### config.mk
export PLATFORM = sky130hd
export DESIGN_NAME = ubd_divisor_fallback
export DESIGN_NICKNAME = d
export VERILOG_FILES = /design/src/ubd_pkg.sv /design/src/ubd_prescaler.sv /design/src/ubd_baud_counter.sv /design/src/ubd_divisor_fallback.sv
export SDC_FILE = /design/constraint.sdc
export NUM_CORES = 1
export LEC_CHECK = 0
export BUFFER_PORTS_ARGS = -buffer_cell sky130_fd_sc_hd__buf_4
export CORE_UTILIZATION = 40
export CTS_CLUSTER_SIZE = 8
export DETAILED_ROUTE_END_ITERATION = 6
export HOLD_SLACK_MARGIN = 0.05
export PLACE_DENSITY = 0.68
export SETUP_SLACK_MARGIN = 0.02
export SLEW_MARGIN = 30
export SYNTH_ARGS = -nofsm -noshare
export SYNTH_HDL_FRONTEND = slang
export SYNTH_SLANG_ARGS = --single-unit
### constraint.sdc
create_clock -name ref_clk -period 2.1 [get_ports ref_clk]
set_clock_uncertainty 0.15 [all_clocks]
set_input_delay 0.105 -clock ref_clk [delete_from_list [all_inputs] [get_ports ref_clk]]
set_output_delay 0.105 -clock ref_clk [all_outputs]
set_load 0.02 [all_outputs]
### src/ubd_pkg.sv
// Summary of operation
// - non-extended mode: shared aux offset is a plain read/write scratch byte
// - extended mode: shared offset shows aux byte, meaning set by mode bits 7:5
// - aux status/control byte clears fully on hardware reset
// - tx soft reset clears aux bits 2,6; rx soft reset clears 0,1,4,5
// - aux bit 0 read-only timeout flag, set on timeout, cleared by rx read
// - offsets 0,1 shared by data ports and legacy divisor, chosen by bit 7
// - bank 1: divisor low 00h, high 01h, line control 03h, rest reserved
// - any legacy divisor access forces non-extended mode; lock only blocks fallback when already non-extended
// - non-extended and locked: legacy divisor access leaves divisor untouched
// - fallback from extended clears mode 2-7, ext1 0,5,7, ext2 0-5
// - non-extended unlocked fallback clears ext1 5,7, ext2 0-5; locked none
// - 24 MHz prescaled by 13, 1.625 or 1 then divided by divisor
// - sixteen-times tick drives serial logic; divide by 16 gives bit rate
// - divisor loaded by software; counter reloads one cycle after each byte write
// - bank 2 divisor ports reach same divisor, never trigger fallback
// - bank 2 divisor high write changes baud rate one cycle later
// - bank 2 map: div 00/01, ext1 02, lcr 03, ext2 04, levels 06/07
// - ext2 bits 5:4: 00 div 13, 01 div 1.625, 11 div 1, 10 reserved
// - locked non-extended: legacy divisor offsets hit two scratch bytes
// - ext1 bit 0 set selects extended mode
package ubd_pkg;

  // ---------------------------------------------------------------
  // host port
  // ---------------------------------------------------------------
  localparam int ADDR_W = 3;

  typedef struct packed {
    logic              wr;
    logic              rd;
    logic [ADDR_W-1:0] addr;
    logic [7:0]        wdata;
  } ubd_bus_req_t;

  // ---------------------------------------------------------------
  // offsets
  // ---------------------------------------------------------------
  localparam logic [ADDR_W-1:0] OFF_DIV_LO = 3'h0;
  localparam logic [ADDR_W-1:0] OFF_DIV_HI = 3'h1;
  localparam logic [ADDR_W-1:0] OFF_EXT1   = 3'h2;
  localparam logic [ADDR_W-1:0] OFF_LCR    = 3'h3;
  localparam logic [ADDR_W-1:0] OFF_EXT2   = 3'h4;
  localparam logic [ADDR_W-1:0] OFF_MCR    = 3'h4;
  localparam logic [ADDR_W-1:0] OFF_TXLV   = 3'h6;
  localparam logic [ADDR_W-1:0] OFF_RXLV   = 3'h7;
  localparam logic [ADDR_W-1:0] OFF_AUX    = 3'h7;

  // ---------------------------------------------------------------
  // banks, decoded from the line control byte
  // ---------------------------------------------------------------
  typedef enum logic [1:0] {
    BANK0 = 2'b00,
    BANK1 = 2'b01,
    BANK2 = 2'b10,
    BANK3 = 2'b11
  } ubd_bank_t;

  localparam int         BANK_SELECT_ENABLE_BIT   = 7;
  localparam logic [7:0] BANK2_CODE = 8'he0;
  localparam logic [7:0] BANK3_CODE = 8'he4;

  // ---------------------------------------------------------------
  // fields and masks
  // ---------------------------------------------------------------
  localparam int         EXT_SEL_BIT  = 0;
  localparam int         LOCK_BIT     = 7;
  localparam int         PRESCALER_SELECT_LO     = 4;
  localparam int         MODE_LO      = 5;
  localparam int         RXTO_BIT     = 0;
  localparam logic [7:0] MCR_CLR_EXT  = 8'hfc;
  localparam logic [7:0] EXT1_CLR_EXT = 8'ha1;
  localparam logic [7:0] EXT1_CLR_NE  = 8'ha0;
  localparam logic [7:0] EXT2_CLR     = 8'h3f;
  localparam logic [7:0] AUX_TX_CLR   = 8'h44;
  localparam logic [7:0] AUX_RX_CLR   = 8'h33;
  localparam logic [7:0] AUX_WR_MASK  = 8'hfe;
  localparam logic [7:0] EXT1_WR_MASK = 8'hb1;
  localparam logic [7:0] EXT2_WR_MASK = 8'hb0;
  localparam logic [2:0] MODE_UART    = 3'h0;
  localparam logic [7:0] REG_RESET    = 8'h00;
  localparam logic [15:0] DIV_RESET   = 16'h0000;

  // ---------------------------------------------------------------
  // prescaler
  // ---------------------------------------------------------------
  typedef enum logic [1:0] {
    PRE_13    = 2'b00,
    PRE_1P625 = 2'b01,
    PRE_RSVD  = 2'b10,
    PRE_1     = 2'b11
  } ubd_prescaler_select_t;

  localparam logic [3:0] PRE13_LAST = 4'hc;
  localparam logic [3:0] FRAC_STEP  = 4'h8;
  localparam logic [3:0] FRAC_MOD   = 4'hd;
  localparam logic [3:0] BIT_LAST   = 4'hf;

endpackage : ubd_pkg

### src/ubd_prescaler.sv
module ubd_prescaler
  import ubd_pkg::*;
(
  input  wire logic       ref_clk,
  input  wire logic       reset_n,
  input  wire logic       in_pulse,
  input  wire ubd_prescaler_select_t sel,
  output logic            out_pulse
);

  logic [3:0] acc_reg;
  logic [4:0] frac_sum;

  // 1.625 = 13/8: eight outputs for every thirteen inputs
  assign frac_sum = {1'b0, acc_reg} + {1'b0, FRAC_STEP};

  always_ff @(posedge ref_clk or negedge reset_n) begin
    if (!reset_n) begin
      acc_reg   <= 4'h0;
      out_pulse <= 1'b0;
    end else begin
      out_pulse <= 1'b0;
      if (in_pulse) begin
        unique case (sel)
          PRE_1P625: begin
            if (frac_sum >= {1'b0, FRAC_MOD}) begin
              acc_reg   <= 4'(frac_sum - {1'b0, FRAC_MOD});
              out_pulse <= 1'b1;
            end else begin
              acc_reg <= frac_sum[3:0];
            end
          end
          PRE_1: begin
            acc_reg   <= 4'h0;
            out_pulse <= 1'b1;
          end
          // reserved code behaves as divide by 13
          PRE_13, PRE_RSVD: begin
            if (acc_reg >= PRE13_LAST) begin
              acc_reg   <= 4'h0;
              out_pulse <= 1'b1;
            end else begin
              acc_reg <= acc_reg + 4'h1;
            end
          end
        endcase
      end
    end
  end

endmodule // ubd_prescaler

### src/ubd_baud_counter.sv
module ubd_baud_counter
  import ubd_pkg::*;
(
  input  wire logic        ref_clk,
  input  wire logic        reset_n,
  input  wire logic        step,
  input  wire logic        load,
  input  wire logic [15:0] divisor,
  output logic             tick
);

  logic [15:0] count_reg;

  always_ff @(posedge ref_clk or negedge reset_n) begin
    if (!reset_n) begin
      count_reg <= DIV_RESET;
      tick      <= 1'b0;
    end else begin
      tick <= 1'b0;
      if (load) begin
        count_reg <= divisor;
      end else if (step) begin
        // zero is forbidden; it is treated like one
        if (count_reg <= 16'h0001) begin
          count_reg <= divisor;
          tick      <= 1'b1;
        end else begin
          count_reg <= count_reg - 16'h0001;
        end
      end
    end
  end

endmodule // ubd_baud_counter

### src/ubd_divisor_fallback.sv
module ubd_divisor_fallback
  import ubd_pkg::*;
(
  input  wire logic          ref_clk,
  input  wire logic          reset_n,
  input  ubd_pkg::ubd_bus_req_t bus,
  output logic [7:0]         rd_data,
  input  wire logic          clk24_pin,
  input  wire logic          rx_timeout_event,
  input  wire logic          rx_fifo_read,
  input  wire logic          tx_soft_reset,
  input  wire logic          rx_soft_reset,
  input  wire logic [4:0]    tx_fifo_fill_level,
  input  wire logic [4:0]    rx_fifo_fill_level,
  output logic [7:0]         modem_mode_control,
  output logic [7:0]         extended_control_one,
  output logic [7:0]         extended_control_two,
  output logic [7:0]         line_control,
  output logic               fallback_event,
  output logic               sixteen_x_baud_tick,
  output logic               bit_rate_tick
);

  // ---------------------------------------------------------------
  // state
  // ---------------------------------------------------------------
  logic [7:0]  mcr_reg;
  logic [7:0]  ext1_reg;
  logic [7:0]  ext2_reg;
  logic [7:0]  lcr_reg;
  logic [7:0]  scratch_reg;
  logic [7:0]  aux_reg;
  logic [7:0]  aux_next;
  logic [7:0]  lock_lo_reg;
  logic [7:0]  lock_hi_reg;
  logic [15:0] divisor_reg;
  logic        div_load_reg;
  logic [7:0]  rd_next;
  logic [3:0]  bit_cnt_reg;
  logic        sync1_reg;
  logic        sync2_reg;
  logic        sync3_reg;

  // ---------------------------------------------------------------
  // decode
  // ---------------------------------------------------------------
  ubd_bank_t bank;
  logic      access;
  logic      ext_mode;
  logic      locked;
  logic      div_off;
  logic      legacy_hit;
  logic      redirect;
  logic      fallback;
  logic      bank2_div;
  logic      div_write;
  logic      pre_pulse;
  logic      tick16;
  logic      edge24;

  always_comb begin
    if (!lcr_reg[BANK_SELECT_ENABLE_BIT]) begin
      bank = BANK0;
    end else if (lcr_reg == BANK2_CODE) begin
      bank = BANK2;
    end else if (lcr_reg == BANK3_CODE) begin
      bank = BANK3;
    end else begin
      bank = BANK1;
    end
  end

  assign access     = bus.rd | bus.wr;
  assign ext_mode   = ext1_reg[EXT_SEL_BIT];
  assign locked     = ext2_reg[LOCK_BIT];
  assign div_off    = (bus.addr == OFF_DIV_LO) | (bus.addr == OFF_DIV_HI);
  assign legacy_hit = access & (bank == BANK1) & div_off;
  // locking only holds while in non-extended mode
  assign redirect   = legacy_hit & ~ext_mode & locked;
  assign fallback   = legacy_hit & ~redirect;
  assign bank2_div  = (bank == BANK2) & div_off;
  assign div_write  = bus.wr & (bank2_div | fallback);

  // ---------------------------------------------------------------
  // 24 MHz pin: two flops, then edge detect on the second
  // ---------------------------------------------------------------
  always_ff @(posedge ref_clk or negedge reset_n) begin
    if (!reset_n) begin
      sync1_reg <= 1'b0;
      sync2_reg <= 1'b0;
      sync3_reg <= 1'b0;
    end else begin
      sync1_reg <= clk24_pin;
      sync2_reg <= sync1_reg;
      sync3_reg <= sync2_reg;
    end
  end

  assign edge24 = sync2_reg & ~sync3_reg;

  // ---------------------------------------------------------------
  // line control, written from every bank
  // ---------------------------------------------------------------
  always_ff @(posedge ref_clk or negedge reset_n) begin
    if (!reset_n) begin
      lcr_reg <= REG_RESET;
    end else if (bus.wr && bus.addr == OFF_LCR) begin
      lcr_reg <= bus.wdata;
    end
  end

  // ---------------------------------------------------------------
  // mode control byte
  // ---------------------------------------------------------------
  always_ff @(posedge ref_clk or negedge reset_n) begin
    if (!reset_n) begin
      mcr_reg <= REG_RESET;
    end else if (fallback && ext_mode) begin
      mcr_reg <= mcr_reg & ~MCR_CLR_EXT;
    end else if (bus.wr && bank == BANK0 && bus.addr == OFF_MCR) begin
      mcr_reg <= bus.wdata;
    end
  end

  // ---------------------------------------------------------------
  // extended control one
  // ---------------------------------------------------------------
  always_ff @(posedge ref_clk or negedge reset_n) begin
    if (!reset_n) begin
      ext1_reg <= REG_RESET;
    end else if (fallback) begin
      if (ext_mode) begin
        ext1_reg <= ext1_reg & ~EXT1_CLR_EXT;
      end else begin
        ext1_reg <= ext1_reg & ~EXT1_CLR_NE;
      end
    end else if (bus.wr && bank == BANK2 && bus.addr == OFF_EXT1) begin
      ext1_reg <= bus.wdata & EXT1_WR_MASK;
    end
  end

  // ---------------------------------------------------------------
  // extended control two: prescaler and lock
  // ---------------------------------------------------------------
  always_ff @(posedge ref_clk or negedge reset_n) begin
    if (!reset_n) begin
      ext2_reg <= REG_RESET;
    end else if (fallback) begin
      ext2_reg <= ext2_reg & ~EXT2_CLR;
    end else if (bus.wr && bank == BANK2 && bus.addr == OFF_EXT2) begin
      ext2_reg <= bus.wdata & EXT2_WR_MASK;
    end
  end

  // ---------------------------------------------------------------
  // divisor and the locked overlay bytes
  // ---------------------------------------------------------------
  always_ff @(posedge ref_clk or negedge reset_n) begin
    if (!reset_n) begin
      divisor_reg <= DIV_RESET;
    end else if (div_write) begin
      if (bus.addr == OFF_DIV_LO) begin
        divisor_reg[7:0] <= bus.wdata;
      end else begin
        divisor_reg[15:8] <= bus.wdata;
      end
    end
  end

  always_ff @(posedge ref_clk or negedge reset_n) begin
    if (!reset_n) begin
      lock_lo_reg <= REG_RESET;
      lock_hi_reg <= REG_RESET;
    end else if (redirect && bus.wr) begin
      if (bus.addr == OFF_DIV_LO) begin
        lock_lo_reg <= bus.wdata;
      end else begin
        lock_hi_reg <= bus.wdata;
      end
    end
  end

  // counter reload follows the byte write by one cycle
  always_ff @(posedge ref_clk or negedge reset_n) begin
    if (!reset_n) begin
      div_load_reg <= 1'b0;
    end else begin
      div_load_reg <= div_write;
    end
  end

  // ---------------------------------------------------------------
  // scratch and aux byte at one address
  // ---------------------------------------------------------------
  logic aux_hit;

  assign aux_hit = (bank == BANK0) & (bus.addr == OFF_AUX);

  always_ff @(posedge ref_clk or negedge reset_n) begin
    if (!reset_n) begin
      scratch_reg <= REG_RESET;
    end else if (bus.wr && aux_hit && !ext_mode) begin
      scratch_reg <= bus.wdata;
    end
  end

  always_comb begin
    aux_next = aux_reg;
    // in the plain uart mode the upper bits are reserved zeros
    if (bus.wr && aux_hit && ext_mode &&
        mcr_reg[MODE_LO +: 3] != MODE_UART) begin
      aux_next = (aux_reg & ~AUX_WR_MASK) | (bus.wdata & AUX_WR_MASK);
    end
    if (rx_fifo_read) begin
      aux_next[RXTO_BIT] = 1'b0;
    end
    if (tx_soft_reset) begin
      aux_next = aux_next & ~AUX_TX_CLR;
    end
    if (rx_soft_reset) begin
      aux_next = aux_next & ~AUX_RX_CLR;
    end
    // a timeout in the clearing cycle still lands
    if (rx_timeout_event) begin
      aux_next[RXTO_BIT] = 1'b1;
    end
  end

  always_ff @(posedge ref_clk or negedge reset_n) begin
    if (!reset_n) begin
      aux_reg <= REG_RESET;
    end else begin
      aux_reg <= aux_next;
    end
  end

  // ---------------------------------------------------------------
  // read path, data valid the cycle after the strobe only
  // ---------------------------------------------------------------
  always_comb begin
    rd_next = REG_RESET;
    if (bus.rd) begin
      unique case (bank)
        BANK0: begin
          if (bus.addr == OFF_LCR) begin
            rd_next = lcr_reg;
          end else if (bus.addr == OFF_MCR) begin
            rd_next = mcr_reg;
          end else if (bus.addr == OFF_AUX && !ext_mode) begin
            rd_next = scratch_reg;
          end else if (bus.addr == OFF_AUX) begin
            rd_next = aux_reg;
            // plain uart mode: stale upper bits read as reserved zeros
            if (mcr_reg[MODE_LO +: 3] == MODE_UART) begin
              rd_next = aux_reg & ~AUX_WR_MASK;
            end
          end
        end
        BANK1: begin
          if (bus.addr == OFF_DIV_LO) begin
            rd_next = redirect ? lock_lo_reg : divisor_reg[7:0];
          end else if (bus.addr == OFF_DIV_HI) begin
            rd_next = redirect ? lock_hi_reg : divisor_reg[15:8];
          end else if (bus.addr == OFF_LCR) begin
            rd_next = lcr_reg;
          end
        end
        BANK2: begin
          unique case (bus.addr)
            OFF_DIV_LO: rd_next = divisor_reg[7:0];
            OFF_DIV_HI: rd_next = divisor_reg[15:8];
            OFF_EXT1:   rd_next = ext1_reg;
            OFF_LCR:    rd_next = lcr_reg;
            OFF_EXT2:   rd_next = ext2_reg;
            OFF_TXLV:   rd_next = {3'h0, tx_fifo_fill_level};
            OFF_RXLV:   rd_next = {3'h0, rx_fifo_fill_level};
            default:    rd_next = REG_RESET;
          endcase
        end
        BANK3: begin
          if (bus.addr == OFF_LCR) begin
            rd_next = lcr_reg;
          end
        end
      endcase
    end
  end

  always_ff @(posedge ref_clk or negedge reset_n) begin
    if (!reset_n) begin
      rd_data <= REG_RESET;
    end else begin
      rd_data <= rd_next;
    end
  end

  // ---------------------------------------------------------------
  // baud generation
  // ---------------------------------------------------------------
  ubd_prescaler u_prescaler (
    .ref_clk   (ref_clk),
    .reset_n   (reset_n),
    .in_pulse  (edge24),
    .sel       (ubd_prescaler_select_t'(ext2_reg[PRESCALER_SELECT_LO +: 2])),
    .out_pulse (pre_pulse)
  );

  ubd_baud_counter u_baud_counter (
    .ref_clk (ref_clk),
    .reset_n (reset_n),
    .step    (pre_pulse),
    .load    (div_load_reg),
    .divisor (divisor_reg),
    .tick    (tick16)
  );

  always_ff @(posedge ref_clk or negedge reset_n) begin
    if (!reset_n) begin
      bit_cnt_reg   <= 4'h0;
      bit_rate_tick <= 1'b0;
    end else begin
      bit_rate_tick <= 1'b0;
      if (div_load_reg) begin
        bit_cnt_reg <= 4'h0;
      end else if (tick16) begin
        bit_cnt_reg <= bit_cnt_reg + 4'h1;
        if (bit_cnt_reg == BIT_LAST) begin
          bit_rate_tick <= 1'b1;
        end
      end
    end
  end

  always_ff @(posedge ref_clk or negedge reset_n) begin
    if (!reset_n) begin
      sixteen_x_baud_tick <= 1'b0;
      fallback_event      <= 1'b0;
    end else begin
      sixteen_x_baud_tick <= tick16;
      fallback_event      <= fallback;
    end
  end

  // ---------------------------------------------------------------
  // control bytes out to the rest of the uart
  // ---------------------------------------------------------------
  assign modem_mode_control   = mcr_reg;
  assign extended_control_one = ext1_reg;
  assign extended_control_two = ext2_reg;
  assign line_control         = lcr_reg;

endmodule // ubd_divisor_fallback

Word-level counts from Yosys, hierarchy flattened
Cells that the tools add are included.
{ "word_totals": {"wordCells": 145, "ram_bits": 0, "latchBits": 0, "register_bits": 116, "mem_count": 0, "mem_bits_ro": 0, "input_bits": 30} }
{ "classes": {"shifts": 0, "multipliers": 0, "n_eq_ne": 15, "mux": 45, "n_reduce_logical": 32, "div_mod_pow": 0, "bitwise_logic": 19, "addsub": 5, "order_cmp": 3} }
{ "op_table": {"columns": ["op", "count"], "rows": [
  ["8-bit 2-to-1 mux", 16],
  ["8-bit case mux with 7 select lines", 1],
  ["16-bit 2-to-1 mux", 3],
  ["8-bit case mux with 4 select lines", 1],
  ["6-bit 2-to-1 mux", 3],
  ["8-bit == test (second input constant)", 2],
  ["16-bit by 1-bit <= comparator with 1-bit output (second input constant)", 1],
  ["4-bit 2-to-1 mux", 4],
  ["16-bit by 1-bit subtractor with 16-bit output (second input constant)", 1],
  ["2-bit AND reduction", 7],
  ["1-bit logical AND", 13],
  ["4-bit case mux with 3 select lines", 1],
  ["1-bit 2-to-1 mux", 11],
  ["2-bit nonzero test", 5],
  ["1-bit AND", 9],
  ["3-bit == test (second input constant)", 3],
  ["4-bit by 1-bit adder with 4-bit output (second input constant)", 2],
  ["2-bit == test (second input constant)", 4],
  ["1-bit by 8-bit OR with 8-bit output", 1],
  ["7-bit 2-to-1 mux", 1],
  ["3-bit by 2-bit == test with 1-bit output (second input constant)", 2],
  ["3-bit zero test", 2],
  ["2-bit 2-to-1 mux", 3],
  ["1-bit inverter", 6],
  ["other kinds (13)", 17]
]} }

Logic depth before layout (Yosys ltp)
Gate-level depths: netlist of the first run.
{ "depth": {"ltp_word": 14, "ltp_mapped": 10, "ltp_nobuf": 8} }

Cells and area by module
Synthesis of the first run repeated with hierarchy kept, for this count alone.
{ "unflattened": {"hier_cells": 605, "hier_area_um2": 6254.7} }
{ "by_module_without_submodules": {"columns": ["mod", "instances", "area_per_inst_um2", "cells_each"], "rows": [
  ["ubd_divisor_fallback", 1, 4689.5, 428],
  ["ubd_baud_counter", 1, 1183.6, 131],
  ["ubd_prescaler", 1, 381.6, 46]
]} }

Least setup slack after synthesis of the first run
OpenSTA, ideal clock, no wires.
{ "synth_path": {"kind": "register to register", "start": "register lcr_reg[4] (netlist: line_control[4])", "end": "register rd_data[7]", "arrival_time_ns": 2.002, "path_stages_with_launch": 8, "period_less_slack_ns": 2.276, "n_path_buf": 1, "slack_ns": -0.176, "setup_ns": 0.124, "path_cell_list": "dfrtp_1 and4bb_2 a21bo_1 nor2_2 buf_2 mux2_2 o211ai_1 a21oi_1"} }
{ "synth_between": {"elab_chain_cells": 14, "elab_cells_between_ends": 19, "cone_classes": "eq/ne (5); mux (9); bitwise (4); reduce/logical (1)"} }
{ "synth_rtl": {"columns": ["element", "line", "text"], "rows": [
  ["from (decl)", "ubd_divisor_fallback.sv:30", "logic [7:0] lcr_reg;"],
  ["from (signal assigned)", "ubd_divisor_fallback.sv:108", "lcr_reg <= bus.wdata;"],
  ["8-bit == test", "ubd_divisor_fallback.sv:66", "end else if (lcr_reg == BANK3_CODE) begin"],
  ["2-bit 2-to-1 mux", "ubd_divisor_fallback.sv:66", null],
  ["2-bit 2-to-1 mux *", "ubd_divisor_fallback.sv:64", "end else if (lcr_reg == BANK2_CODE) begin"],
  ["2-bit 2-to-1 mux *", "ubd_divisor_fallback.sv:62", "if (!lcr_reg[BANK_SELECT_ENABLE_BIT]) begin"],
  ["2-bit by 1-bit == test with 1-bit output", "ubd_divisor_fallback.sv:77, ubd_divisor_fallback.sv:243", null],
  ["1-bit AND (2 in series)", "ubd_divisor_fallback.sv:77", "assign legacy_hit = access & (bank == BANK1) & div_off;"],
  ["1-bit AND (2 in series)", "ubd_divisor_fallback.sv:79", "assign redirect = legacy_hit & ~ext_mode & locked;"],
  ["8-bit 2-to-1 mux", "ubd_divisor_fallback.sv:263", "rd_next = redirect ? lock_hi_reg : divisor_reg[15:8];"],
  ["8-bit 2-to-1 mux", "ubd_divisor_fallback.sv:262", "end else if (bus.addr == OFF_DIV_HI) begin"],
  ["8-bit 2-to-1 mux", "ubd_divisor_fallback.sv:260", "if (bus.addr == OFF_DIV_LO) begin"],
  ["8-bit case mux with 4 select lines *", "ubd_divisor_fallback.sv:243", "unique case (bank)"],
  ["8-bit 2-to-1 mux *", "ubd_divisor_fallback.sv:242", "if (bus.rd) begin"],
  ["named net rd_next[7]", "ubd_divisor_fallback.sv:38", "logic [7:0] rd_next;"],
  ["to (signal assigned)", "ubd_divisor_fallback.sv:293", "rd_data <= rd_next;"],
  ["to (decl)", "ubd_divisor_fallback.sv:7", "output logic [7:0] rd_data,"]
]} }
The timed path passes the listed nets; every way through them passes the cells marked *.
A chain may end at the register's enable or synchronous reset.

Worst setup path in the final report of the first run
{ "layout_path": {"start": "register u_baud_counter.count_reg[3]", "end": "register u_baud_counter.count_reg[14]"} }
{ "layout_between": {"elab_chain_cells": 4, "elab_cells_between_ends": 5, "cone_classes": "add/sub (1); order compare (1); mux (3)"} }
{ "layout_rtl": {"columns": ["element", "line", "text"], "rows": [
  ["from (decl)", "ubd_baud_counter.sv:12", "logic [15:0] count_reg;"],
  ["from (signal assigned)", "ubd_baud_counter.sv:21", "count_reg <= divisor;"],
  ["from (signal assigned)", "ubd_baud_counter.sv:25", "count_reg <= divisor;"],
  ["from (signal assigned)", "ubd_baud_counter.sv:28", "count_reg <= count_reg - 16'h0001;"],
  ["16-bit by 1-bit subtractor with 16-bit output or 16-bit by 1-bit <= comparator with 1-bit output (tied branches)", "ubd_baud_counter.sv:28, ubd_baud_counter.sv:24", null],
  ["16-bit 2-to-1 mux *", "ubd_baud_counter.sv:24", "if (count_reg <= 16'h0001) begin"],
  ["16-bit 2-to-1 mux *", "ubd_baud_counter.sv:22", "end else if (step) begin"],
  ["16-bit 2-to-1 mux *", "ubd_baud_counter.sv:20", "if (load) begin"]
]} }
Every way passes the cells marked *; elsewhere a longest branch is shown, timed or not. The select of a mux whose other input is x is not followed.

==> parameters.txt, run 1 <==
Parameter                              Value

Timing
  Number of max-slew violations in the final report ... 0
  Setup-failing EPs final ... 29
  Achievable Freq ... 457 MHz
  Time the worst path needs with I/O delays and setup ... 2.19 ns
  Setup TNS Final ... -1.17 ns
  Fin. Hold Viols ... 0
  Final cycle utilization of the critical path ... 104%
  Unrepaired setup endpoints after global routing ... true
  Final critical-path setup slack ... -0.0866 ns

Setup path
  Peak fanout along the critical path ... 3
  Setup slack on the worst flop-to-flop path ... -0.09 ns
  Required time at the worst-slack endpoint ... 2.20 ns
  Endpoint kind of the worst setup timing path ... flip-flop
  R2R Path Start ... u_baud_counter.count_reg[3]
  CP Class ... flip-flop to flip-flop
  Worst Setup Start Kind ... flip-flop
  WP data arrival ... 2.29 ns
  R2R depth ... 7
  Worst reg2reg path endpoint ... u_baud_counter.count_reg[14]

Synth
  Most frequently used flop master after synthesis ... dfrtp_1
  Distinct cells, synth ... 71
  Count of yosys warnings during synthesis ... 0
  Flip-flop and latch count after synthesis ... 112
  Synth Instances ... 601
  Sequential share of the synthesized area ... 47.0%
  Top cell type by total area after synthesis ... dfrtp_1
  Biggest area contributors in the synthesized netlist ... dfrtp_1 (47%), mux2_2 (9.5%), mux2i_1 (4.2%), nand2_1 (3.8%), a21oi_1 (3.6%)
  Per-instance average area after synthesis ... 9.91 um2
  Most common cell in the synthesized netlist ... dfrtp_1
  Number of flops mapped to enable cells by yosys ... 0
  Proportion of netlist area held by the largest area contributor ... 47.0%
  Share of async-settable or async-resettable flops after synthesis ... 100%
  Netlist Area Pre-Place ... 5960 um2
  Synth top cells by count ... dfrtp_1 (112), nand2_1 (60), mux2_2 (50)

GRT
  Number of antenna violations at the first check in global routing ... 0
  GRT overflow ... 0
  Total global-route track usage ... 26.5%
  Via count of the first global-routing pass ... 5412
  Wire length of the first global-routing pass ... 30200 um
  Largest net degree at the start of global routing ... 50

Layout
  Synth-to-Final Area Change ... 37.2%
  Antenna diode instance count ... 0
  Final Core Density ... 56.2%
  Post-layout instance count excluding filler cells ... 947
  Share of final-layout standard cells stronger than drive strength 1 ... 37.2%
  Post-route cell area ... 8170 um2
  Filler cell count ... 1275
  Layout net count ... 794

Floorplanning
  Number of top-level design ports ... 73
  Vertical extent of the die ... 124 um
  Horizontal die dimension ... 124 um
  Core Region ... 14500 um2
  Initial Utilization ... 41.0%
  Number of core rows ... 44
  Area of the die ... 15400 um2

Place
  Number of buffers inserted by port buffering ... 63
  Global placer's final weighted congestion ... 0.996
  Setup slack after placement ... -0.134 ns
  Placed insts ... 898
  Cell Area, Placed ... 7200 um2
  Detailed placement HPWL ... 13600 um

CTS
  Clock buffers created by TritonCTS ... 9
  Clock root buffer ... clkbuf_16
  Worst skew pair latency ... 0.37 ns
  Number of sinks driven by the clock tree ... 112
  Buffers from clock root to sink, at most ... 2
  TritonCTS clock tree ... yes
  Clock slew at reported path FFs ... 0.08 ns
  Level count of the clock H-tree ... 3

Drt
  M1 WL ... 8440 um
  Antenna viol nets, final ... 0
  Residual DRC ... 0
  Total detailed-routing wirelength ... 19100 um
  Number of iterations in the first detailed-routing pass ... 5
  Average wire per cell in the routed design ... 20.2 um
  Vias/cell ... 5.78
  Highest layer used for signal routing ... met4
  Met3 wire length ... 1230 um
  Via count ... 5472
  Starting DRC count in detailed routing ... 377
  Met2 layer wire length in the routed design ... 8890 um

Run status
  Failing checks ... negative setup slack
  Status ... complete, but fails checks

Worst hold path
  Worst hold path type ... primary input to async pin

Pwr
  Leak Pwr ... 3.66 nW
  Worst VDD drop ... 0.601 mV
  Power density relative to cell area ... 859 nW/um2

Run
  Max-cap check violation count ... 0
[stage by stage]
stage | hold WS, ns | total power [W]
6_report | 0.0755 | 0.00702
3_5_place_dp | -0.0565 | 0.00504
5_1_grt | 0.130 | 0.00738
2_1_floorplan | -0.341 | 0.00409
3_3_place_gp | -0.0650 | 0.00497
4_1_cts | 0.0890 | 0.00690
[how the worst max path moves through the flow]
stage | to | slack [ns] | startpoint | cells past startpoint
CTS | u_baud_counter.count_reg[4] | -0.05 | u_baud_counter.count_reg[3] | 6
finish | u_baud_counter.count_reg[14] | -0.09 | u_baud_counter.count_reg[3] | 7
global placement | u_baud_counter.count_reg[4] | -0.05 | u_baud_counter.count_reg[5] | 6
floorplan | u_baud_counter.count_reg[4] | -0.02 | u_baud_counter.count_reg[5] | 6
detailed placement | u_baud_counter.count_reg[13] | -0.13 | u_baud_counter.count_reg[5] | 6
global route | u_baud_counter.count_reg[4] | -0.15 | u_baud_counter.count_reg[3] | 6
[what timing repair did]
| action | CTS | global route |
|---|---|---|
| buffers inserted | 7 | 5 |
| endpoints found under the setup margin | 43 | 52 |
| hold buffers | 19 | 0 |
| gates cloned | 2 | 0 |
| endpoints found under the hold margin | 190 | 0 |
| resized for setup | 37 | 54 |
| pin swaps | 10 | 25 |
[cell families after synthesis]
kind of cell | count (synthesis) | synth area share (%)
simple gates | 185 | 15.5
buf+inv | 55 | 4.20
other cells | 1 | 0.0630
xor+xnor | 3 | 0.441
mux | 75 | 13.7
fa+ha+maj | 6 | 1.26
flops | 112 | 47.0
compound gates | 164 | 17.8
[worst max-delay path, stage by stage, from the launching register on]
cell and delay (ns):
dfrtp_1 0.39, or4_4 0.58, buf_6 0.15, nor4_4 0.20
nand2_2 0.12, o31a_1 0.28, o21ai_1 0.13, o21ai_1 0.08
[per-layer routing]
layer | vias up | track usage (%)
li1 | 2503 | -
met1 | 2715 | 36.7
met2 | 213 | 41.3
met3 | 41 | 5.13
met4 | 0 | 9.67
met5 | - | 0
[cell type report]
cell class / instances / area [um2] / area share, %
repair buffers: 177 / 1500 / 18.3
clock inverters: 7 / 68.8 / 0.842
flip-flops and latches: 112 / 2810 / 34.4
well taps: 184 / 230 / 2.82
multi-input cells: 443 / 3290 / 40.2
clock buffers: 9 / 225 / 2.76
inverters: 15 / 56.3 / 0.689
[power by group]
part | internal [W] | switching [W]
Combinational | 0.00109 | 0.00123
Clock | 0.000844 | 0.000884
Sequential | 0.00255 | 0.000414
Total | 0.00448 | 0.00253
[cells in the final DEF (no fill, tap or decap), drive strengths merged, types with 3 or more instances in the layout]
cell type    Yosys  routed
a211oi           6       6
a21o             3       3
a21oi           44      44
a221oi           9       9
a22o             6       6
a31o             4       4
a31oi           13      13
and2             3       3
and3             6       6
buf             18     158
clkbuf          22       9
conb             1       9
dfrtp          112     112
dlygate4sd3      0      19
ha               6       6
inv             15      20
mux2            50      50
mux2i           25      25
nand2           60      60
nand2b           7       7
nand3           20      20
nand4            3       3
nor2            45      46
nor2b            6       6
nor3            12      12
nor4             4       4
o211ai           9       9
o21ai           38      38
o22a             3       3
o22ai            6       6
o31ai            3       3
or2              5       5
or3              4       4
No activity file was read; power rests on OpenSTA's default activity.
==> run 2, diff against run 1 <==
- BUFFER_PORTS_ARGS: -buffer_cell sky130_fd_sc_hd__buf_4 -> -buffer_cell sky130_fd_sc_hd__buf_2
- CELL_PAD_IN_SITES_DETAIL_PLACEMENT: default -> 2
- CELL_PAD_IN_SITES_GLOBAL_PLACEMENT: default -> 2
- CORE_UTILIZATION: 40 -> 34
- PLACE_DENSITY: 0.68 -> 0.84
==> run 2 against run 1 <==
  * First-iteration DRC count grew 15%
  * Fmax shrank 7.6%
  * Clock power is essentially flat
  * Final cell count grew 4.3%
  * Utilization shrank 8.2 points
  * Highest routed layer unchanged
  * Global-route usage grew 4.8 points
  * The run still ends with negative setup slack left
  * Clock-buffer cell count grew 1
  * Non-clock buffer count grew 1
==> parameters.txt, run 2 (synthesis gave the netlist of run 1 again) <==
Parameter                              Value

Floorplanning
  Horizontal die dimension ... 134 um (+8.3%)
  Number of top-level design ports ... 73 (unchanged)
  Initial Utilization ... 34.7% (-6.3 points)
  Vertical extent of the die ... 134 um (+8.3%)
  Number of core rows ... 48 (+9.1%)
  Area of the die ... 18100 um2 (+17%)
  Core Region ... 17200 um2 (+18%)

Timing
  Final cycle utilization of the critical path ... 113% (+8.6 points)
  Fin. Hold Viols ... 0 (unchanged)
  Slew HR ... 66.1%
  Setup-failing EPs final ... 57 (+97%)
  Time the worst path needs with I/O delays and setup ... 2.37 ns (+0.180 ns)
  Tightest Pin Transition ... 0.507 ns
  Final critical-path setup slack ... -0.267 ns (-0.180 ns)
  Achievable Freq ... 423 MHz (-7.6%)
  Number of max-slew violations in the final report ... 0 (unchanged)
  Unrepaired setup endpoints after global routing ... true

Layout
  Post-layout instance count excluding filler cells ... 988 (+4.3%)
  Top library cells by usage in the layout, fill and taps aside ... dfrtp_1 (108), buf_4 (72), buf_2 (62)
  Antenna diode instance count ... 0 (unchanged)
  Share of final-layout standard cells stronger than drive strength 1 ... 40.5% (+3.3 points)
  Post-route cell area ... 8250 um2 (+0.92%)
  Layout net count ... 794 (unchanged)
  Synth-to-Final Area Change ... 38.4%
  Final Core Density ... 48.0% (-8.2 points)
  Most common cell after layout, fill and taps aside ... dfrtp_1

GRT
  Wire length of the first global-routing pass ... 42100 um (+39%)
  Largest net degree at the start of global routing ... 44 (-12%)
  Number of antenna violations at the first check in global routing ... 0 (unchanged)
  GRT overflow ... 0 (unchanged)
  Met3 demand-to-capacity share in global routing ... 5.48% (+0.35 points)
  Via count of the first global-routing pass ... 6830 (+26%)
  GR Util met1 ... 34.7% (-2.0 points)
  Met2 usage ... 56.6% (+15 points)
  Total global-route track usage ... 31.4% (+4.8 points)
  Most crowded layer after global routing ... met2

Setup path
  Peak fanout along the critical path ... 3 (unchanged)
  Required time at the worst-slack endpoint ... 2.24 ns (+0.04 ns)
  CP Class ... flip-flop to flip-flop
  R2R Path Start ... u_baud_counter.count_reg[2]
  Critical-path cell with the highest stage delay ... or4_4
  Worst Setup Start Kind ... flip-flop
  Slowest Stage Delay on Critical Path ... 0.60 ns (+0.02 ns)
  Worst-path cell chain ... or4_4 -> or3_4 -> a211oi_2 -> a21oi_1 -> a31oi_1 -> o32a_1
  Setup slack on the worst flop-to-flop path ... -0.27 ns (-0.18 ns)
  R2R depth ... 6 (-1)
  Endpoint kind of the worst setup timing path ... flip-flop
  Worst reg2reg path endpoint ... u_baud_counter.count_reg[15]
  WP data arrival ... 2.51 ns (+0.22 ns)

Pwr
  Power density relative to cell area ... 919 nW/um2 (+7.1%)
  Worst VDD drop ... 0.445 mV (-26%)
  Leak Pwr ... 3.70 nW (+1.1%)

CTS
  Clock buffers created by TritonCTS ... 9 (unchanged)
  Buffers from clock root to sink, at most ... 2 (unchanged)
  TritonCTS clock tree ... yes
  Level count of the clock H-tree ... 3 (unchanged)
  Clock slew at reported path FFs ... 0.08 ns (about the same)
  Number of sinks driven by the clock tree ... 112 (unchanged)
  Worst skew pair latency ... 0.37 ns (about the same)
  Clock root buffer ... clkbuf_16

Drt
  Total detailed-routing wirelength ... 31400 um (+64%)
  Number of iterations in the first detailed-routing pass ... 5 (unchanged)
  Vias/cell ... 6.18 (+6.9%)
  Starting DRC count in detailed routing ... 433 (+15%)
  Via count ... 6101 (+11%)
  Antenna viol nets, final ... 0 (unchanged)
  Average wire per cell in the routed design ... 31.8 um (+58%)
  Residual DRC ... 0 (unchanged)

Run status
  Status ... complete, but fails checks
  Failing checks ... negative setup slack

Place
  Placed insts ... 937 (+4.3%)
  Global placer's final weighted congestion ... 0.906 (-9.0%)
  Number of buffers inserted by port buffering ... 63 (unchanged)
  Detailed placement HPWL ... 17300 um (+27%)
  Setup slack after placement ... -0.208 ns (-0.0731 ns)
  Cell Area, Placed ... 7100 um2 (-1.4%)

Run
  Max-cap check violation count ... 0 (unchanged)

Worst hold path
  Worst hold path type ... primary input to async pin
[run 2: cell count changes in the layout (fill, tap and decap cells not counted), moves of 4 or more]
cell | previous run | this run
buf_2 | 0 | 62
buf_4 | 134 | 72
o21ai_0 | 30 | 22
o21ai_1 | 5 | 12
mux2_2 | 25 | 19
mux2_4 | 25 | 31
a21oi_1 | 36 | 32
[run 2: worst max-delay path by stage]
stage / endpoint / slack [ns] / from
floorplan: u_baud_counter.count_reg[4] / -0.02 / u_baud_counter.count_reg[5]
global placement: u_baud_counter.count_reg[4] / -0.06 / u_baud_counter.count_reg[5]
detailed placement: u_baud_counter.count_reg[4] / -0.21 / u_baud_counter.count_reg[5]
CTS: u_baud_counter.count_reg[13] / -0.16 / u_baud_counter.count_reg[2]
global route: u_baud_counter.count_reg[11] / -0.36 / u_baud_counter.count_reg[2]
finish: u_baud_counter.count_reg[15] / -0.27 / u_baud_counter.count_reg[2]
[run 2: area by class of cell]
type | count | area (um2)
multi-input combinational | 442 | 3430
sequential | 112 | 2810
inverter | 15 | 56.3
tap | 225 | 282
fill | 1762 | 8930
clock buffer | 10 | 239
clock inverter | 6 | 43.8
timing repair buffer | 178 | 1390
[run 2: worst max-delay path, delay by kind of cell, from the launching register on]
kind	cells	cell delay, ns
AO/OA/AOI/OAI	4	0.67
flip-flops	1	0.42
AND/OR/NAND/NOR	2	1.06
[run 2: metal layers]
metal	vias up	part of all wire, %
met5	-	0
met2	327	50
met4	0	6.0
met3	139	6.0
li1	2488	-
met1	3147	38
[run 2: timing repair]
item / in CTS / in global routing
setup buffers: 9 / 9
pin swaps: 21 / 31
gates resized for setup: 48 / 86
endpoints found under the setup margin: 56 / 63
hold buffers: 16 / 0
hold endpoints to repair: 178 / 0
gates cloned: 0 / 2
[run 2: report_power, final]
group | total, W | switching, W | leakage (nW) | internal [W]
combinational | 0.00272 | 0.00161 | 2.11 | 0.00111
sequential | 0.00310 | 0.000555 | 1.45 | 0.00255
clock | 0.00176 | 0.000916 | 0.139 | 0.000847
total | 0.00758 | 0.00308 | 3.70 | 0.00450
[run 2: through the flow]
step	hold slack (ns)	power, W	setup TNS [ns]
4_1_cts	0.0870	0.00699	-1.47
6_report	0.0856	0.00758	-7.84
3_5_place_dp	-0.0728	0.00509	-1.66
3_3_place_gp	-0.0750	0.00489	-0.0809
2_1_floorplan	-0.341	0.00409	-0.0250
5_1_grt	0.109	0.00781	-9.36
==> run 3, diff against run 2 <==
- CORE_ASPECT_RATIO: default -> 1.25
- PLACE_DENSITY: 0.84 -> 0.83
- SYNTH_HIERARCHICAL: default -> 1
==> run 3 against run 2 <==
  * Sequential share of layout area decreased by 0.87 points
  * The flow still finishes with violations (negative setup slack)
  * Via count increased by 2.9%
  * Design area increased by 2.6%
==> parameters.txt, run 3 <==
Parameter                              Value

Synth
  Synth Instances ... 605 (+0.67%)
  Proportion of netlist area held by the largest area contributor ... 44.8% (-2.2 points)
  Most frequently used flop master after synthesis ... dfrtp_1
  Sequential share of the synthesized area ... 44.8% (-2.2 points)
  Netlist Area Pre-Place ... 6250 um2 (+5.0%)
  Count of yosys warnings during synthesis ... 6 (+6)
  Per-instance average area after synthesis ... 10.3 um2 (+4.3%)
  Share of async-settable or async-resettable flops after synthesis ... 100% (unchanged)
  Top cell type by total area after synthesis ... dfrtp_1
  Synth top cells by count ... dfrtp_1 (112), nor2_1 (47), mux2_2 (44)
  Most common cell in the synthesized netlist ... dfrtp_1
  Number of flops mapped to enable cells by yosys ... 0 (unchanged)
  Biggest area contributors in the synthesized netlist ... dfrtp_1 (45%), mux2_2 (7.9%), mux2i_1 (4.2%), nor2_1 (2.8%), nand2_1 (2.5%)
  Distinct cells, synth ... 81 (+14%)
  Flip-flop and latch count after synthesis ... 112 (unchanged)

CTS
  Clock slew at reported path FFs ... 0.09 ns (about the same)
  Worst skew pair latency ... 0.38 ns (about the same)
  TritonCTS clock tree ... yes
  Number of sinks driven by the clock tree ... 112 (unchanged)
  Clock buffers created by TritonCTS ... 9 (unchanged)
  Buffers from clock root to sink, at most ... 2 (unchanged)
  Level count of the clock H-tree ... 3 (unchanged)
  Clock root buffer ... clkbuf_16

Place
  Placed insts ... 928 (-0.96%)
  Detailed placement HPWL ... 17200 um (-0.27%)
  Setup slack after placement ... -0.419 ns (-0.211 ns)
  Number of buffers inserted by port buffering ... 63 (unchanged)
  Cell Area, Placed ... 7230 um2 (+1.9%)
  Global placer's final weighted congestion ... 0.899 (-0.83%)

Layout
  Antenna diode instance count ... 0 (unchanged)
  Layout net count ... 790 (-0.50%)
  Top library cells by usage in the layout, fill and taps aside ... dfrtp_1 (108), buf_4 (79), buf_2 (62)
  Most common cell after layout, fill and taps aside ... dfrtp_1
  Filler cell count ... 1813 (+2.9%)
  Multi-input logic area ... 3680 um2 (+7.4%)
  Share of final-layout standard cells stronger than drive strength 1 ... 41.4% (+0.87 points)
  Final Core Density ... 46.9% (-1.1 points)
  Synth-to-Final Area Change ... 35.3%
  Post-layout instance count excluding filler cells ... 987 (-0.10%)
  Storage element area ... 2810 um2 (unchanged)
  Post-route cell area ... 8460 um2 (+2.6%)

Timing
  Achievable Freq ... 414 MHz (-2.0%)
  Fin. Hold Viols ... 0 (unchanged)
  Tightest Pin Transition ... 0.875 ns (+0.368 ns)
  Final critical-path setup slack ... -0.316 ns (-0.0488 ns)
  Final cycle utilization of the critical path ... 115% (+2.3 points)
  Slew HR ... 40.2% (-26 points)
  Number of max-slew violations in the final report ... 0 (unchanged)
  Setup-failing EPs final ... 52 (-8.8%)
  Unrepaired setup endpoints after global routing ... true
  Time the worst path needs with I/O delays and setup ... 2.42 ns (+0.0488 ns)

Setup path
  CP Class ... flip-flop to flip-flop
  Peak fanout along the critical path ... 8 (+5)
  Critical-path cell with the highest stage delay ... or4b_4
  WP buf/inv ... 1 (+1)
  Slowest Stage Delay on Critical Path ... 0.60 ns (about the same)
  Endpoint kind of the worst setup timing path ... flip-flop
  Worst Setup Start Kind ... flip-flop
  Required time at the worst-slack endpoint ... 2.21 ns (-0.03 ns)
  WP data arrival ... 2.53 ns (+0.02 ns)
  Worst-path cell chain ... or4b_4 -> nor3_4 -> buf_6 -> o211a_4 -> mux2_4
  Family of cells with the greatest summed delay on the critical path ... simple AND/OR/NAND/NOR gates

Floorplanning
  Vertical extent of the die ... 154 um (+14%)
  Core Region ... 18000 um2 (+5.0%)
  Initial Utilization ... 34.7% (about the same)
  Area of the die ... 18900 um2 (+4.9%)
  Horizontal die dimension ... 123 um (-8.2%)
  Number of top-level design ports ... 73 (unchanged)
  Number of core rows ... 55 (+15%)

Pwr
  Worst VDD drop ... 0.523 mV (+18%)
  Power density relative to cell area ... 928 nW/um2 (+0.95%)
  Leak Pwr ... 3.78 nW (+2.2%)

Drt
  Average wire per cell in the routed design ... 33.6 um (+5.7%)
  Via count ... 6275 (+2.9%)
  Antenna viol nets, final ... 0 (unchanged)
  Vias/cell ... 6.36 (+3.0%)
  Number of iterations in the first detailed-routing pass ... 4 (-1)
  Residual DRC ... 0 (unchanged)
  Starting DRC count in detailed routing ... 434 (+0.23%)
  Total detailed-routing wirelength ... 33200 um (+5.6%)

GRT
  Largest net degree at the start of global routing ... 49 (+11%)
  Number of antenna violations at the first check in global routing ... 0 (unchanged)
  Via count of the first global-routing pass ... 6779 (-0.75%)
  Total global-route track usage ... 30.8% (-0.57 points)
  Met2 usage ... 55.1% (-1.5 points)
  GRT overflow ... 0 (unchanged)
  Most crowded layer after global routing ... met2
  Met3 demand-to-capacity share in global routing ... 5.53% (+0.047 points)
  GR Util met1 ... 32.2% (-2.5 points)
  Wire length of the first global-routing pass ... 42500 um (+0.88%)

Run status
  Status ... complete, but fails checks
  Failing checks ... negative setup slack

Worst hold path
  Worst hold path type ... primary input to async pin

Run
  Max-cap check violation count ... 0 (unchanged)
==> run 3: cell count changes after synthesis, sizes merged, moves of 6 or more <==
| cell | change |
|---|---|
| nand2 | -18 |
| a21oi | -13 |
| o311ai | +10 |
| a31oi | -9 |
| a221oi | -8 |
| o21ai | -8 |
| a311oi | +6 |
| nor2 | +6 |
| o22ai | +6 |
==> run 3: path summary, 6_finish.rpt <==
path / from / to / slack (ns) / cells after the start
setup / recovery: line_control[3] / divisor_reg[6] / -0.32 / 5
hold / removal: reset_n / bit_cnt_reg[3] / 0.04 / 2
setup reg to reg: line_control[3] / divisor_reg[6] / -0.32 / 5
hold reg to reg: sync2_reg / sync3_reg / 0.24 / 0
max in group asynchronous: reset_n / line_control[1] / 1.14 / 3
min in group ref_clk: bus[11] / rd_data[3] / 0.08 / 3
==> run 3: final cells by class <==
cell class	count	share of cell area, %
sequential	112	33.2
inverter	17	0.784
clock buffer	10	2.71
tap	228	3.37
multi-input combinational	438	43.5
clock inverter	6	0.887
timing repair buffer	176	15.6
==> run 3: layer usage <==
metal  share of wire (%)  vias up  wire, um
li1                    -     2506         -
met1                  35     3268     11600
met2                  51      325     17100
met3                 5.2      176      1730
met4                 8.3        0      2760
met5                   0        -         0
==> run 3: kinds of logic after synthesis <==
| group | count (synthesis) | synth area share, % |
|---|---|---|
| fa+ha+maj | 6 | 1.20 |
| other cells | 1 | 0.0600 |
| compound gates | 149 | 17.0 |
| mux | 79 | 14.4 |
| xor+xnor | 4 | 0.560 |
| flops | 112 | 44.8 |
| buf+inv | 63 | 5.00 |
| simple gates | 191 | 17.0 |
==> run 3: timing repair <==
action	CTS	global route
setup endpoints to repair	56	73
resized for setup	28	98
hold endpoints to repair	148	0
buffers inserted	10	20
pin swaps	17	45
hold buffers	13	0
==> run 3: through the flow <==
| stage | power [W] | hold WS (ns) | setup TNS, ns |
|---|---|---|---|
| 6_report | 0.00785 | 0.0396 | -9.84 |
| 5_1_grt | 0.00806 | 0.0629 | -10.97 |
| 4_1_cts | 0.00705 | 0.0561 | -6.27 |
| 3_5_place_dp | 0.00507 | -0.104 | -13.84 |
| 3_3_place_gp | 0.00489 | -0.119 | -8.35 |
| 2_1_floorplan | 0.00412 | -0.341 | -6.84 |
==> run 3: report_power, final <==
| group | internal [W] | switching [W] |
|---|---|---|
| Combinational | 0.00117 | 0.00163 |
| Clock | 0.000951 | 0.000978 |
| Sequential | 0.00252 | 0.000611 |
